## src/pkg/devact_pkg.sv

```systemverilog
package devact_pkg;

    localparam int MON_COUNT = 14;
    localparam int PICK_COUNT = 4;
    localparam int ADDR_W = 8;
    localparam int DATA_W = 32;

    // register byte addresses
    localparam logic [ADDR_W-1:0] ENABLES_OFFSET = 8'h54;
    localparam logic [ADDR_W-1:0] SEEN_OFFSET = 8'h60;

    localparam logic [DATA_W-1:0] ENABLES_RESET = 32'h0000_0000;
    localparam logic [DATA_W-1:0] SEEN_RESET = 32'h0000_0000;
    localparam logic [DATA_W-1:0] READ_IDLE = 32'h0000_0000;

    // field positions inside device_activity_enables
    localparam int STANDBY_LSB = 0;
    localparam int BURST_LSB = 14;
    localparam int PICK_LSB = 28;

    // status bit positions inside the seen register
    localparam int SEEN_MON_LSB = 0;
    localparam int SEEN_STANDBY = 16;
    localparam int SEEN_SLOW = 17;
    localparam int SEEN_FAST = 18;
    localparam int SEEN_BREAK = 19;

    typedef enum logic {
        burst_slow,
        burst_fast
    } burst_kind_t;

    // monitors without a select bit always reload the fast burst timer
    localparam burst_kind_t UNPICKED_KIND = burst_fast;

    // select bit slot of a monitor: 28 -> mon1, 29 -> mon2, 30 -> mon3, 31 -> mon5
    function automatic int pick_slot(input int mon);
        case (mon)
            1: pick_slot = 0;
            2: pick_slot = 1;
            3: pick_slot = 2;
            5: pick_slot = 3;
            default: pick_slot = -1;
        endcase
    endfunction : pick_slot

endpackage : devact_pkg

```

## src/pkg/route_if.sv

```systemverilog
interface route_if;
    logic [devact_pkg::DATA_W-1:0] enables;
    logic [devact_pkg::MON_COUNT-1:0] events;
    logic clock_stopped;
    logic [devact_pkg::MON_COUNT-1:0] standby_hit;
    logic [devact_pkg::MON_COUNT-1:0] burst_hit;
    logic standby_reload;
    logic slow_reload;
    logic fast_reload;
    logic stop_break;

    modport router (
        input enables,
        input events,
        input clock_stopped,
        output standby_hit,
        output burst_hit,
        output standby_reload,
        output slow_reload,
        output fast_reload,
        output stop_break
    );

    modport owner (
        output enables,
        output events,
        output clock_stopped,
        input standby_hit,
        input burst_hit,
        input standby_reload,
        input slow_reload,
        input fast_reload,
        input stop_break
    );
endinterface : route_if

```

## src/verilog/device_activity_regs.sv

```systemverilog
// Behaviour
// - bits 31..28 select burst timer for monitors 5, 3, 2, 1.
// - select 0 reloads slow burst timer, 1 reloads fast burst timer.
// - burst enable 1 passes monitor events to burst path; 0 ignores them.
// - burst enable bit 14 + n serves monitor n, up to bit 27.
// - global enable 1 lets monitor events reload standby timer; 0 blocks.
// - global enable bit n serves monitor n, bits 13 down to 0.
module device_activity_regs (
    input wire logic i_clk,
    input wire logic i_arst_n,
    input wire logic [devact_pkg::ADDR_W-1:0] i_addr,
    input wire logic [devact_pkg::DATA_W-1:0] i_wdata,
    input wire logic i_wr,
    input wire logic i_rd,
    output logic [devact_pkg::DATA_W-1:0] o_rdata,
    input wire logic [devact_pkg::MON_COUNT-1:0] i_mon_event,
    input wire logic i_clock_stopped,
    output logic o_standby_reload,
    output logic o_slow_burst_reload,
    output logic o_fast_burst_reload,
    output logic o_stop_break
);
    logic [devact_pkg::DATA_W-1:0] device_activity_enables;
    logic [devact_pkg::DATA_W-1:0] seen;
    logic [devact_pkg::DATA_W-1:0] next_rdata;
    logic [devact_pkg::DATA_W-1:0] seen_set;
    logic [devact_pkg::DATA_W-1:0] seen_clear;
    logic [devact_pkg::MON_COUNT-1:0] standby_allow;
    logic [devact_pkg::MON_COUNT-1:0] burst_allow;
    logic [devact_pkg::PICK_COUNT-1:0] burst_pick;
    logic burst_pick_mon1;
    logic burst_pick_mon2;
    logic burst_pick_mon3;
    logic burst_pick_mon5;
    logic hit_enables;
    logic hit_seen;

    route_if rt ();

    assign rt.enables = device_activity_enables;
    assign rt.events = i_mon_event;
    assign rt.clock_stopped = i_clock_stopped;

    event_router u_router (
        .rt(rt.router)
    );

    assign standby_allow = device_activity_enables[devact_pkg::STANDBY_LSB +: devact_pkg::MON_COUNT];
    assign burst_allow = device_activity_enables[devact_pkg::BURST_LSB +: devact_pkg::MON_COUNT];
    assign burst_pick = device_activity_enables[devact_pkg::PICK_LSB +: devact_pkg::PICK_COUNT];
    assign burst_pick_mon1 = burst_pick[devact_pkg::pick_slot(1)];
    assign burst_pick_mon2 = burst_pick[devact_pkg::pick_slot(2)];
    assign burst_pick_mon3 = burst_pick[devact_pkg::pick_slot(3)];
    assign burst_pick_mon5 = burst_pick[devact_pkg::pick_slot(5)];

    assign hit_enables = (i_addr == devact_pkg::ENABLES_OFFSET);
    assign hit_seen = (i_addr == devact_pkg::SEEN_OFFSET);

    // configuration register, all 32 bits read/write
    always_ff @(posedge i_clk or negedge i_arst_n) begin
        if (!i_arst_n) begin
            device_activity_enables <= devact_pkg::ENABLES_RESET;
        end else if (i_wr && hit_enables) begin
            device_activity_enables <= i_wdata;
        end
    end

    // routed events leave through flops, one cycle after the monitor pulse
    always_ff @(posedge i_clk or negedge i_arst_n) begin
        if (!i_arst_n) begin
            o_standby_reload <= 1'b0;
            o_slow_burst_reload <= 1'b0;
            o_fast_burst_reload <= 1'b0;
            o_stop_break <= 1'b0;
        end else begin
            o_standby_reload <= rt.standby_reload;
            o_slow_burst_reload <= rt.slow_reload;
            o_fast_burst_reload <= rt.fast_reload;
            o_stop_break <= rt.stop_break;
        end
    end

    // sticky activity record, write one to clear; a new event beats the clear
    always_comb begin
        seen_set = devact_pkg::SEEN_RESET;
        seen_set[devact_pkg::SEEN_MON_LSB +: devact_pkg::MON_COUNT] = rt.standby_hit | rt.burst_hit;
        seen_set[devact_pkg::SEEN_STANDBY] = rt.standby_reload;
        seen_set[devact_pkg::SEEN_SLOW] = rt.slow_reload;
        seen_set[devact_pkg::SEEN_FAST] = rt.fast_reload;
        seen_set[devact_pkg::SEEN_BREAK] = rt.stop_break;
        seen_clear = (i_wr && hit_seen) ? i_wdata : devact_pkg::SEEN_RESET;
    end

    always_ff @(posedge i_clk or negedge i_arst_n) begin
        if (!i_arst_n) begin
            seen <= devact_pkg::SEEN_RESET;
        end else begin
            seen <= (seen & ~seen_clear) | seen_set;
        end
    end

    // read data only in the cycle after the strobe; unmapped reads give zero
    always_comb begin
        next_rdata = devact_pkg::READ_IDLE;
        if (i_rd) begin
            if (hit_enables) begin
                next_rdata = device_activity_enables;
            end else if (hit_seen) begin
                next_rdata = seen;
            end
        end
    end

    always_ff @(posedge i_clk or negedge i_arst_n) begin
        if (!i_arst_n) begin
            o_rdata <= devact_pkg::READ_IDLE;
        end else begin
            o_rdata <= next_rdata;
        end
    end

    property p_pick_mon1_fast;
        @(posedge i_clk) disable iff (!i_arst_n)
        (i_mon_event[1] && burst_allow[1] && burst_pick_mon1 && !i_clock_stopped)
        |=> (o_fast_burst_reload && !o_stop_break);
    endproperty
    a_pick_mon1_fast: assert property (p_pick_mon1_fast) else $error("mon1 fast pick lost");

    property p_pick_mon5_pos;
        @(posedge i_clk) disable iff (!i_arst_n)
        (i_mon_event == 14'h0020 && device_activity_enables[31] && burst_allow[5]
            && !i_clock_stopped)
        |=> (o_fast_burst_reload && !o_slow_burst_reload);
    endproperty
    a_pick_mon5_pos: assert property (p_pick_mon5_pos) else $error("bit 31 not mon5 select");

    property p_pick_slow;
        @(posedge i_clk) disable iff (!i_arst_n)
        (i_mon_event == 14'h0004 && burst_allow[2] && !burst_pick_mon2 && !i_clock_stopped)
        |=> (o_slow_burst_reload && !o_fast_burst_reload);
    endproperty
    a_pick_slow: assert property (p_pick_slow) else $error("select 0 did not pick slow");

    property p_pick_fast_only;
        @(posedge i_clk) disable iff (!i_arst_n)
        (i_mon_event == 14'h0008 && burst_allow[3] && burst_pick_mon3 && !i_clock_stopped)
        |=> (!o_slow_burst_reload ##1 (!o_slow_burst_reload || $past(i_mon_event) != 14'h0000));
    endproperty
    a_pick_fast_only: assert property (p_pick_fast_only) else $error("select 1 hit slow");

    property p_burst_off;
        @(posedge i_clk) disable iff (!i_arst_n)
        ((i_mon_event & burst_allow) == 14'h0000)
        |=> !(o_slow_burst_reload || o_fast_burst_reload || o_stop_break);
    endproperty
    a_burst_off: assert property (p_burst_off) else $error("disabled burst event acted");

    property p_burst_break;
        @(posedge i_clk) disable iff (!i_arst_n)
        ((i_mon_event & burst_allow) != 14'h0000 && i_clock_stopped)
        |=> (o_stop_break && !o_slow_burst_reload && !o_fast_burst_reload);
    endproperty
    a_burst_break: assert property (p_burst_break) else $error("stop break not raised");

    property p_burst_map_top;
        @(posedge i_clk) disable iff (!i_arst_n)
        (i_mon_event == 14'h2000 && device_activity_enables[27] && !i_clock_stopped)
        |=> o_fast_burst_reload;
    endproperty
    a_burst_map_top: assert property (p_burst_map_top) else $error("bit 27 not monitor 13");

    property p_burst_map_low;
        @(posedge i_clk) disable iff (!i_arst_n)
        (i_mon_event == 14'h0001 && !device_activity_enables[14] && i_clock_stopped)
        |=> !o_stop_break;
    endproperty
    a_burst_map_low: assert property (p_burst_map_low) else $error("bit 14 not monitor 0");

    property p_standby_on;
        @(posedge i_clk) disable iff (!i_arst_n)
        ((i_mon_event & standby_allow) != 14'h0000) |=> o_standby_reload;
    endproperty
    a_standby_on: assert property (p_standby_on) else $error("standby reload missing");

    property p_standby_off;
        @(posedge i_clk) disable iff (!i_arst_n)
        ((i_mon_event & standby_allow) == 14'h0000) |=> !o_standby_reload;
    endproperty
    a_standby_off: assert property (p_standby_off) else $error("blocked standby reload");

    property p_standby_map;
        @(posedge i_clk) disable iff (!i_arst_n)
        (i_mon_event == 14'h0001 && device_activity_enables[0])
        |=> (o_standby_reload && seen[devact_pkg::SEEN_STANDBY]);
    endproperty
    a_standby_map: assert property (p_standby_map) else $error("bit 0 not monitor 0");

    property p_standby_map_top;
        @(posedge i_clk) disable iff (!i_arst_n)
        (i_mon_event == 14'h2000 && !device_activity_enables[13]) |=> !o_standby_reload;
    endproperty
    a_standby_map_top: assert property (p_standby_map_top) else $error("bit 13 misrouted");

    property p_both_paths;
        @(posedge i_clk) disable iff (!i_arst_n)
        ((i_mon_event & standby_allow & burst_allow) != 14'h0000)
        |=> (o_standby_reload && (o_slow_burst_reload || o_fast_burst_reload || o_stop_break));
    endproperty
    a_both_paths: assert property (p_both_paths) else $error("dual event not split");

    property p_write_steers;
        @(posedge i_clk) disable iff (!i_arst_n)
        (i_wr && hit_enables && i_wdata[0] && !i_rd) ##1 (i_mon_event == 14'h0001)
        |=> o_standby_reload;
    endproperty
    a_write_steers: assert property (p_write_steers) else $error("write did not steer");

    property p_read_back;
        @(posedge i_clk) disable iff (!i_arst_n)
        (i_rd && hit_enables) |=> (o_rdata == $past(device_activity_enables));
    endproperty
    a_read_back: assert property (p_read_back) else $error("enables read back wrong");

    property p_read_idle;
        @(posedge i_clk) disable iff (!i_arst_n)
        !i_rd |=> (o_rdata == devact_pkg::READ_IDLE);
    endproperty
    a_read_idle: assert property (p_read_idle) else $error("read data outside its cycle");

    property p_seen_set_wins;
        @(posedge i_clk) disable iff (!i_arst_n)
        (rt.standby_reload && i_wr && hit_seen) |=> seen[devact_pkg::SEEN_STANDBY];
    endproperty
    a_seen_set_wins: assert property (p_seen_set_wins) else $error("clear beat new event");

endmodule : device_activity_regs

```

## src/verilog/event_router.sv

```systemverilog
module event_router (
    route_if.router rt
);
    logic [devact_pkg::MON_COUNT-1:0] goes_fast;

    for (genvar m = 0; m < devact_pkg::MON_COUNT; m++) begin : g_mon
        assign rt.standby_hit[m] = rt.events[m] & rt.enables[devact_pkg::STANDBY_LSB + m];
        assign rt.burst_hit[m] = rt.events[m] & rt.enables[devact_pkg::BURST_LSB + m];
        if (devact_pkg::pick_slot(m) >= 0) begin : g_pick
            assign goes_fast[m] = rt.enables[devact_pkg::PICK_LSB + devact_pkg::pick_slot(m)];
        end else begin : g_fixed
            assign goes_fast[m] = (devact_pkg::UNPICKED_KIND == devact_pkg::burst_fast);
        end
    end

    // both paths derive from the same event independently
    assign rt.standby_reload = |rt.standby_hit;
    // a stopped clock turns burst activity into a break instead of a reload
    assign rt.slow_reload = ~rt.clock_stopped & |(rt.burst_hit & ~goes_fast);
    assign rt.fast_reload = ~rt.clock_stopped & |(rt.burst_hit & goes_fast);
    assign rt.stop_break = rt.clock_stopped & |rt.burst_hit;
endmodule : event_router

```

## config.mk

```make
export PLATFORM = sky130hd
export DESIGN_NAME = device_activity_regs
export DESIGN_NICKNAME = d
export VERILOG_FILES = /design/src/pkg/devact_pkg.sv /design/src/pkg/route_if.sv /design/src/verilog/device_activity_regs.sv /design/src/verilog/event_router.sv
export SDC_FILE = /design/constraint.sdc
export NUM_CORES = 1
export LEC_CHECK = 0
export ABC_AREA = 1
export BUFFER_PORTS_ARGS = -buffer_cell sky130_fd_sc_hd__buf_2
export CORE_AREA = 8 8 99 146
export CTS_BUF_LIST = sky130_fd_sc_hd__clkbuf_16
export CTS_CLUSTER_DIAMETER = 50
export DETAILED_ROUTE_END_ITERATION = 10
export DIE_AREA = 0 0 107 154
export GPL_ROUTABILITY_DRIVEN = 1
export GPL_TIMING_DRIVEN = 0
export PLACE_DENSITY = 0.66
export RECOVER_POWER = 100
export SLEW_MARGIN = 5
export SYNTH_ARGS = -nofsm -noshare
export SYNTH_HDL_FRONTEND = slang
export SYNTH_HIERARCHICAL = 1
export SYNTH_SLANG_ARGS = --single-unit
export TNS_END_PERCENT = 5
```

## constraint.sdc

```tcl
create_clock -name i_clk -period 1.2 [get_ports i_clk]
set_input_delay 0.24 -clock i_clk [delete_from_list [all_inputs] [get_ports i_clk]]
set_output_delay 0.24 -clock i_clk [all_outputs]
set_load 0.005 [all_outputs]
```

## After elaboration in Yosys (flattened, before gate mapping)

Cells that the tools add are included.

| storage, ports and cells | value |
|---|---|
| register bits after elaboration | 100 |
| logic and storage cells | 58 |

| cells by class | value |
|---|---|
| equal/unequal tests | 2 |
| multiplexer cells | 4 |
| bitwise gates (word level) | 39 |
| reduce and logical (&&, ||, !) cells | 6 |

Operators with widths:

| cell | number |
|---|---|
| two-way mux 32 bit | 4 |
| OR reduction 14 bit | 4 |
| AND 32 bit | 1 |
| NOT 32 bit | 1 |
| OR 32 x 20 -> 32 bit | 1 |
| AND 1 bit | 31 |
| AND 14 bit | 2 |
| == test 8 x 7 -> 1 bit, second input constant | 2 |
| NOT 14 bit | 1 |
| OR 14 bit | 1 |
| logical AND 1 bit | 2 |
| NOT 1 bit | 1 |

## Longest topological paths before layout

Gate-level depths: netlist of run 1.

| depth | value |
|---|---|
| word-level depth | 6 |
| gate-level depth with buffers | 9 |
| depth with buffers taken out | 8 |

## By module

The synthesis of run 1 kept the hierarchy.

By module, submodules not included:

| module | instances | cells each | area an instance (um^2) | sequential area each (um^2) |
|---|---|---|---|---|
| device_activity_regs | 1 | 487 | 4,190.3 | 2,502.4 |
| event_router | 1 | 93 | 375.4 | 0.0 |

## Least setup slack after synthesis of run 1

Ideal clock, no wire load.

| path | value |
|---|---|
| path kind | input to register |
| start point | in i_addr[3] in the netlist's numbering |
| end point | reg seen[18] in the netlist's numbering |
| setup time | 0.116 ns |
| arrival time | 0.976 ns |
| required time | 1.084 ns |
| setup slack | 0.107 ns |
| cell stages on the path | 8 |
| buffers on the path | 2 |
| path through | nor2_1 nand2_1 nor2_2 buf_4 buf_6 nand3_1 nand2_1 nand2_1 |

| between the ends | value |
|---|---|
| word-level cells in the longest chain between the ends | 6 |

Ends and longest elaborated chain:

| item | line | source |
|---|---|---|
| from (decl) | device_activity_regs.sv:11 | `input wire logic [devact_pkg::ADDR_W-1:0] i_addr,` |
| == test 8 x 7 -> 1 bit | device_activity_regs.sv:57 | `assign hit_seen = (i_addr == devact_pkg::SEEN_OFFSET);` |
| logical AND 1 bit | device_activity_regs.sv:91 | `seen_clear = (i_wr && hit_seen) ? i_wdata : devact_pkg::SEEN_RESET;` |
| two-way mux 32 bit | device_activity_regs.sv:91 |  |
| NOT 32 bit | device_activity_regs.sv:98 | `seen <= (seen & ~seen_clear) \| seen_set;` |
| AND 32 bit | device_activity_regs.sv:98 |  |
| OR 32 x 20 -> 32 bit | device_activity_regs.sv:98 |  |
| to (signal assigned) | device_activity_regs.sv:96 | `seen <= devact_pkg::SEEN_RESET;` |
| to (signal assigned) | device_activity_regs.sv:98 |  |
| to (decl) | device_activity_regs.sv:24 | `logic [devact_pkg::DATA_W-1:0] seen;` |

No other way between the ends.
A chain may end at the register's enable or synchronous reset.

## Worst setup path in the final report of run 1

| path | value |
|---|---|
| start point | reg device_activity_enables[9] in the netlist's numbering |
| end point | reg seen[16] in the netlist's numbering |

| between the ends | value |
|---|---|
| word-level cells in the longest chain between the ends | 3 |

Ends and longest elaborated chain:

| item | line | source |
|---|---|---|
| from (decl) | device_activity_regs.sv:23 | `logic [devact_pkg::DATA_W-1:0] device_activity_enables;` |
| from (signal assigned) | device_activity_regs.sv:62 | `device_activity_enables <= devact_pkg::ENABLES_RESET;` |
| from (signal assigned) | device_activity_regs.sv:64 | `device_activity_enables <= i_wdata;` |
| AND 1 bit | event_router.sv:7 | `assign rt.standby_hit[m] = rt.events[m] & rt.enables[devact_pkg::STANDBY_LSB + m];` |
| OR reduction 14 bit | event_router.sv:17 | `assign rt.standby_reload = \|rt.standby_hit;` |
| net rt.standby_reload | route_if.sv:7 | `logic standby_reload;` |
| OR 32 x 20 -> 32 bit | device_activity_regs.sv:98 |  |

The timed path passes the listed nets, and every way through them passes these cells.

==> flow_metrics.env, run 1 <==
export IMPL_fmax_ghz=0.8321
export IMPL_p_per_area_nw_per_um2=1370
export IMPL_status="finished, violations left"
export IMPL_layout_setup_ws_ns=-0.001736
export IMPL_hold_violations=0
export IMPL_cpPeakStageDelay_ns=0.42
export IMPL_cap_viol_max_count=0
export IMPL_synth_area_per_cell_um2=7.872
export IMPL_die_width_um=107
export IMPL_synthTopCellsByArea="dfrtp_1, nand2_1, nand3_1"
export IMPL_row_count=50
export IMPL_syn_inst=580
export IMPL_firstDrtPassIters=9
export IMPL_die_h_um=154
export IMPL_yosysMostFrequentCell="nand2_1"
export IMPL_failed_checks="setup timing"
export IMPL_vias_per_cell=4.908
export IMPL_clock_sinks=100
export IMPL_period_share=1.001
export IMPL_finalCoreUtilization=0.4565
export IMPL_drt_iter0_markers=197
export IMPL_worst_slew_pin_slew_ns=0.5543
export IMPL_synth_seq_area_share=0.5481
export IMPL_antenna_found_initial=0
export IMPL_initial_utilization=0.3705
export IMPL_synthToLayoutAreaGrowth_pct=23.24
export IMPL_path_max_fanout=3
export IMPL_cp_arrival_ns=1.44
export IMPL_synth_seq_cells=100
export IMPL_routedWlPerCell_um=16.00
export IMPL_hold_class="in -> reg"
export IMPL_gp_congestion=0.8570
export IMPL_criticalPathCategory="reg -> reg"
export IMPL_yosys_area_top_type="dfrtp_1"
export IMPL_vias=4196
export IMPL_die_area_um2=16480
export IMPL_yosys_area_top_type_share=0.5481
export IMPL_crit_buf_inv=1
export IMPL_grt_overflow=0
export IMPL_rsz0062_at_grt="true"
export IMPL_cts_tree="built"
export IMPL_antenna_left=0
export IMPL_track_usage=0.1676
export IMPL_cp_slowest_cell="dfrtp_1"
export IMPL_synth_common_cells="nand2_1, dfrtp_1, inv_1"
export IMPL_first_global_vias=4219
export IMPL_clock_root_buffer="clkbuf_16"
export IMPL_wl_um=13680
export IMPL_n_antenna_cell=0
export IMPL_synth_area_um2=4566
export IMPL_synth_distinct_cells=19
export IMPL_synthFlopType="dfrtp_1"
export IMPL_synth_edf_count=0
export IMPL_cts_path_max_buffers=2
export IMPL_synth_async_reset_ratio=1.000
export IMPL_clock_latency_ns=0.35
export IMPL_crit_top_cell="nand2_1"
export IMPL_fin_skew_ns=0.006348
export IMPL_nNetsFinal=753
export IMPL_drc=0
export IMPL_syn_nets=639
export IMPL_slew_headroom=0.6305
export IMPL_yosys_warnings=6
export IMPL_cp_end_kind="flip-flop"
export IMPL_pin_count=95
export IMPL_cts_htree_levels=3
export IMPL_hpwl_um=10080
export IMPL_maxSlewViolCount=0
export IMPL_start_kind="flip-flop"
export IMPL_grt_pass1_wl_um=21550
export IMPL_crit_family="simple AND/OR/NAND/NOR gates"
export IMPL_place_ws_ns=-0.2678
export IMPL_p_leak_nw=3.188
export IMPL_cts_buffers=9
export IMPL_crit_chain="nand2_2 -> nand4_1 -> nor3_2 -> nand2_1 -> inv_1 -> nand2_1"
export IMPL_core_um2=12320
export IMPL_port_buffers=93
export IMPL_ir_drop_uv=678.2
export IMPL_fin_crit_ns=1.202
export IMPL_setup_violations_final=1
export IMPL_cp_data_required_time_ns=1.44
export IMPL_grt_max_degree=67
export IMPL_clkTransAtPathRegs_ns=0.06
export IMPL_layout_drive_gt1_share=0.1946
## state kept, by name, summed over array words and instances (netlist names)
signal	count
o_fast_burst_reload	1
o_rdata	32
o_standby_reload	1
device_activity_enables	32
seen	32
o_stop_break	1
o_slow_burst_reload	1
## repair_timing
item	CTS	global route
pin swaps	1	10
setup endpoints to repair	3	61
buffers inserted	1	7
hold endpoints to repair	34	0
hold buffers	1	0
gates resized for setup	3	22
## kinds of logic (layout without fill, tap and decap cells)
logic type	Yosys count	after routing	share of synthesized area
AND/OR/NAND/NOR	347	347	0.3149
AO/OA/AOI/OAI	34	34	0.03782
flip-flops	100	100	0.5481
buffers and inverters	99	218	0.09920
## layout make-up
type,instances,area (µm²)
tap,156,195.2
inverter,72,270.3
fill,1232,6698
clock inverter,7,83.83
buffer,27,167.7
timing repair buffer,103,529.3
sequential,100,2505
clock buffer,9,225.2
multi-input combinational,381,1650
## placed cells by master, fill, tap and decap left out, drive strengths merged
master,instances
nand2,225
dfrtp,100
buf,95
inv,74
nand3,69
nor2,49
clkbuf,43
a21oi,32
nand4,3
clkinv,3
bufinv,2
o22ai,2
dlygate4sd3,1
nor3,1
## report_power, final
group          switching, W  internal [W]  total (W)
sequential         0.000181       0.00367    0.00385
clock               0.00122       0.00180    0.00302
combinational      0.000518      0.000320   0.000838
## path summary, 6_finish.rpt
| check | from | endpoint | slack (ns) | depth (start not counted) |
|---|---|---|---|---|
| worst min register to register | seen[27] | seen[27] | 0.47 | 2 |
| worst max register to register | device_activity_enables[9] | seen[16] | -0.002 | 6 |
| min in group asynchronous | i_arst_n | device_activity_enables[6] | 0.34 | 2 |
| max in group asynchronous | i_arst_n | device_activity_enables[14] | 0.17 | 3 |
| worst min-delay path | i_clock_stopped | o_fast_burst_reload | 0.09 | 2 |
| worst max-delay path | device_activity_enables[9] | seen[16] | -0.002 | 6 |
## worst register-to-register path, cell delays in order, from the launching register on
cell and delay [ns]:
dfrtp_1 0.42, nand2_2 0.09, nand4_1 0.16, nor3_2 0.20, nand2_1 0.12, inv_1 0.07, nand2_1 0.04
## per-stage QoR
| stage | cells | instance area, µm² | setup TNS, ns | power [W] | hold slack [ns] |
|---|---|---|---|---|---|
| 6_report | 855 | 5627 | -0.001736 | 0.007708 | 0.09391 |
| 5_1_grt | 855 | 5627 | -0.5095 | 0.008029 | 0.09503 |
| 4_1_cts | 848 | 5592 | 0 | 0.007716 | 0.08510 |
| 3_5_place_dp | 830 | 5256 | -16.36 | 0.004717 | 0.2325 |
| 3_3_place_gp | 829 | 5226 | -126.83 | 0.004663 | 0.4468 |
| 2_1_floorplan | 580 | 4566 | 0 | 0.004313 | -0.05559 |
## metal layers
| metal | share of wire | global-route usage | vias up |
|---|---|---|---|
| li1 | - | - | 2000 |
| met2 | 0.51 | 0.2880 | 172 |
| met4 | 0.041 | 0.1017 | 0 |
| met1 | 0.38 | 0.1823 | 1986 |
| met3 | 0.065 | 0.03724 | 38 |
| met5 | 0 | 0 | - |
(Power assumes the default switching activity.)
==> run 2: changes to the inputs <==
--- a/config.mk
+++ b/config.mk
@@ -7,18 +7,17 @@
 export LEC_CHECK = 0
 export ABC_AREA = 1
 export BUFFER_PORTS_ARGS = -buffer_cell sky130_fd_sc_hd__buf_2
-export CORE_AREA = 8 8 99 146
+export CORE_AREA = 8 8 97 142
 export CTS_BUF_LIST = sky130_fd_sc_hd__clkbuf_16
 export CTS_CLUSTER_DIAMETER = 50
 export DETAILED_ROUTE_END_ITERATION = 10
-export DIE_AREA = 0 0 107 154
+export DIE_AREA = 0 0 105 150
 export GPL_ROUTABILITY_DRIVEN = 1
 export GPL_TIMING_DRIVEN = 0
 export PLACE_DENSITY = 0.66
 export RECOVER_POWER = 100
-export SLEW_MARGIN = 5
+export SLEW_MARGIN = 20
 export SYNTH_ARGS = -nofsm -noshare
 export SYNTH_HDL_FRONTEND = slang
-export SYNTH_HIERARCHICAL = 1
 export SYNTH_SLANG_ARGS = --single-unit
 export TNS_END_PERCENT = 5
==> run 2 against run 1 <==
  * The run now ends clean
  * Worst hold slack improved by 0.0044 ns
  * Sequential power about the same
  * Worst setup slack improved by 0.043 ns
  * Critical path type unchanged
  * Largest power group unchanged
==> flow_metrics.env, run 2 <==
export IMPL_yosys_warnings=0
export IMPL_path_max_fanout=4
export IMPL_cts_setup_buffers=0
export IMPL_synthFlopType="dfrtp_1"
export IMPL_nNetsFinal=679
export IMPL_worst_slew_pin_slew_ns=0.6739
export IMPL_synth_edf_count=0
export IMPL_pin_count=95
export IMPL_wl_um=12670
export IMPL_start_kind="flip-flop"
export IMPL_routedWlPerCell_um=16.24
export IMPL_layout_drive_gt1_share=0.1808
export IMPL_setup_violations_final=0
export IMPL_antenna_found_initial=2
export IMPL_status="completed"
export IMPL_synth_distinct_cells=17
export IMPL_cts_htree_levels=3
export IMPL_drt_iter0_markers=315
export IMPL_criticalPathCategory="reg -> reg"
export IMPL_rsz0062_at_grt="true"
export IMPL_place_ws_ns=-0.4415
export IMPL_fmax_ghz=0.8632
export IMPL_synth_seq_cells=100
export IMPL_cts_path_max_buffers=2
export IMPL_grt_pass1_wl_um=20050
export IMPL_yosys_area_top_type="dfrtp_1"
export IMPL_synth_common_cells="nand2_1, dfrtp_1, nand3_1"
export IMPL_synthTopCellsByArea="dfrtp_1, nand2_1, nand3_1"
export IMPL_gp_congestion=0.9361
export IMPL_syn_inst=513
export IMPL_hold_class="in -> reg"
export IMPL_hpwl_um=9503
export IMPL_track_usage=0.1633
export IMPL_yosys_area_top_type_share=0.5797
export IMPL_finalCoreUtilization=0.4545
export IMPL_layout_setup_ws_ns=0.04148
export IMPL_synth_area_um2=4317
export IMPL_syn_nets=572
export IMPL_grt_overflow=0
export IMPL_clock_latency_ns=0.35
export IMPL_synth_area_per_cell_um2=8.415
export IMPL_clkTransAtPathRegs_ns=0.07
export IMPL_fin_skew_ns=0.005374
export IMPL_vias_per_cell=4.987
export IMPL_drc=0
export IMPL_maxSlewViolCount=0
export IMPL_p_leak_nw=2.764
export IMPL_slew_headroom=0.5508
export IMPL_cp_data_required_time_ns=1.44
export IMPL_first_global_vias=3841
export IMPL_cp_end_kind="flip-flop"
export IMPL_die_h_um=150
export IMPL_clock_root_buffer="clkbuf_16"
export IMPL_mostFrequentLayoutCell="nand2_1"
export IMPL_top_regs="device_activity_enables: 32 flops, o_rdata: 32 flops, seen: 32 flops"
export IMPL_synth_async_reset_ratio=1.000
export IMPL_row_count=49
export IMPL_cp_arrival_ns=1.39
export IMPL_ir_drop_uv=779.1
export IMPL_final_cell_mix="nand2_1, dfrtp_1, nand3_1, buf_2, clkbuf_1"
export IMPL_core_um2=11770
export IMPL_die_area_um2=15750
export IMPL_clock_sinks=100
export IMPL_yosysMostFrequentCell="nand2_1"
export IMPL_cap_viol_max_count=0
export IMPL_cts_tree="built"
export IMPL_synthToLayoutAreaGrowth_pct=23.94
export IMPL_synth_seq_area_share=0.5797
export IMPL_fin_crit_ns=1.159
export IMPL_hold_violations=0
export IMPL_firstDrtPassIters=5
export IMPL_initial_utilization=0.3667
export IMPL_grt_max_degree=78
export IMPL_vias=3890
export IMPL_cts_buffers=9
export IMPL_period_share=0.9654
export IMPL_p_per_area_nw_per_um2=1453
export IMPL_die_width_um=105
export IMPL_antenna_left=0
export IMPL_port_buffers=94
run 2: cell count changes after synthesis, moves of 6 or more:
cell / before / now
o21ai_0: 0 / 15
inv_1: 70 / 24
buf_2: 11 / 3
nor2_1: 45 / 12
clkbuf_1: 4 / 10
nand3_1: 68 / 74
run 2: routing by layer:
layer | share of wire | wire [µm] | up-vias | track usage
met5 | 0 | 0 | - | 0
met2 | 0.52 | 6593 | 155 | 0.2772
met1 | 0.39 | 4981 | 1851 | 0.1854
li1 | - | - | 1856 | -
met3 | 0.056 | 712 | 28 | 0.03534
met4 | 0.030 | 384 | 0 | 0.09606
run 2: critical path: stages (launching register included):
cell	delay, ns
dfrtp_1	0.43
nand2_1	0.08
nand2_1	0.05
inv_1	0.05
nand2_1	0.06
nor2_2	0.13
nand3_1	0.11
nand2_1	0.10
nand2_1	0.05
run 2: layout make-up:
cell class / instances / area, µm²
Antenna cell: 2 / 5.005
Buffer: 26 / 177.7
Clock buffer: 9 / 225.2
Clock inverter: 7 / 106.4
Fill cell: 1199 / 6421
Inverter: 24 / 90.09
Multi-Input combinational cell: 363 / 1583
Sequential cell: 100 / 2502
Tap cell: 153 / 191.4
Timing Repair Buffer: 96 / 469.2
run 2: worst paths after layout:
kind | start | to | slack [ns] | depth (start not counted)
max | device_activity_enables[25] | seen[19] | 0.04 | 8
min | i_clock_stopped | o_slow_burst_reload | 0.1 | 2
max reg2reg | device_activity_enables[25] | seen[19] | 0.04 | 8
min reg2reg | seen[25] | seen[25] | 0.47 | 2
max in group asynchronous | i_arst_n | o_rdata[20] | 0.20 | 3
min in group asynchronous | i_arst_n | o_rdata[19] | 0.30 | 2
run 2: repair_timing:
item,CTS,global route
endpoints found under the setup margin,17,38
hold endpoints to repair,23,0
cloned,0,0
pin swaps,0,2
gates resized for setup,3,19
hold buffers,1,0
run 2: kinds of logic (layout without fill, tap and decap cells):
kind of cell / after synthesis / after routing / share of synthesized area
compound gates: 49 / 49 / 0.05739
simple gates: 314 / 314 / 0.3003
other cells: 0 / 2 / 0
buf+inv: 50 / 162 / 0.06261
flops: 100 / 100 / 0.5797
run 2: metrics by stage:
stage / setup TNS (ns) / total power [W] / hold WS, ns / instance area, µm² / instances
2_1_floorplan: 0 / 0.004200 / -0.05559 / 4317 / 513
3_3_place_gp: -132.99 / 0.004534 / 0.4475 / 4979 / 760
3_5_place_dp: -23.77 / 0.004592 / 0.1104 / 5012 / 761
4_1_cts: 0 / 0.007816 / 0.09904 / 5359 / 778
5_1_grt: -0.6093 / 0.008078 / 0.1180 / 5350 / 780
6_report: 0 / 0.007774 / 0.09834 / 5350 / 780
run 2: power by group:
group          leakage [nW]  switching [W]  internal [W]
Clock                 0.166        0.00123       0.00201
Combinational          1.27       0.000425      0.000248
Sequential             1.33       0.000194       0.00367
Total                  2.76        0.00185       0.00593
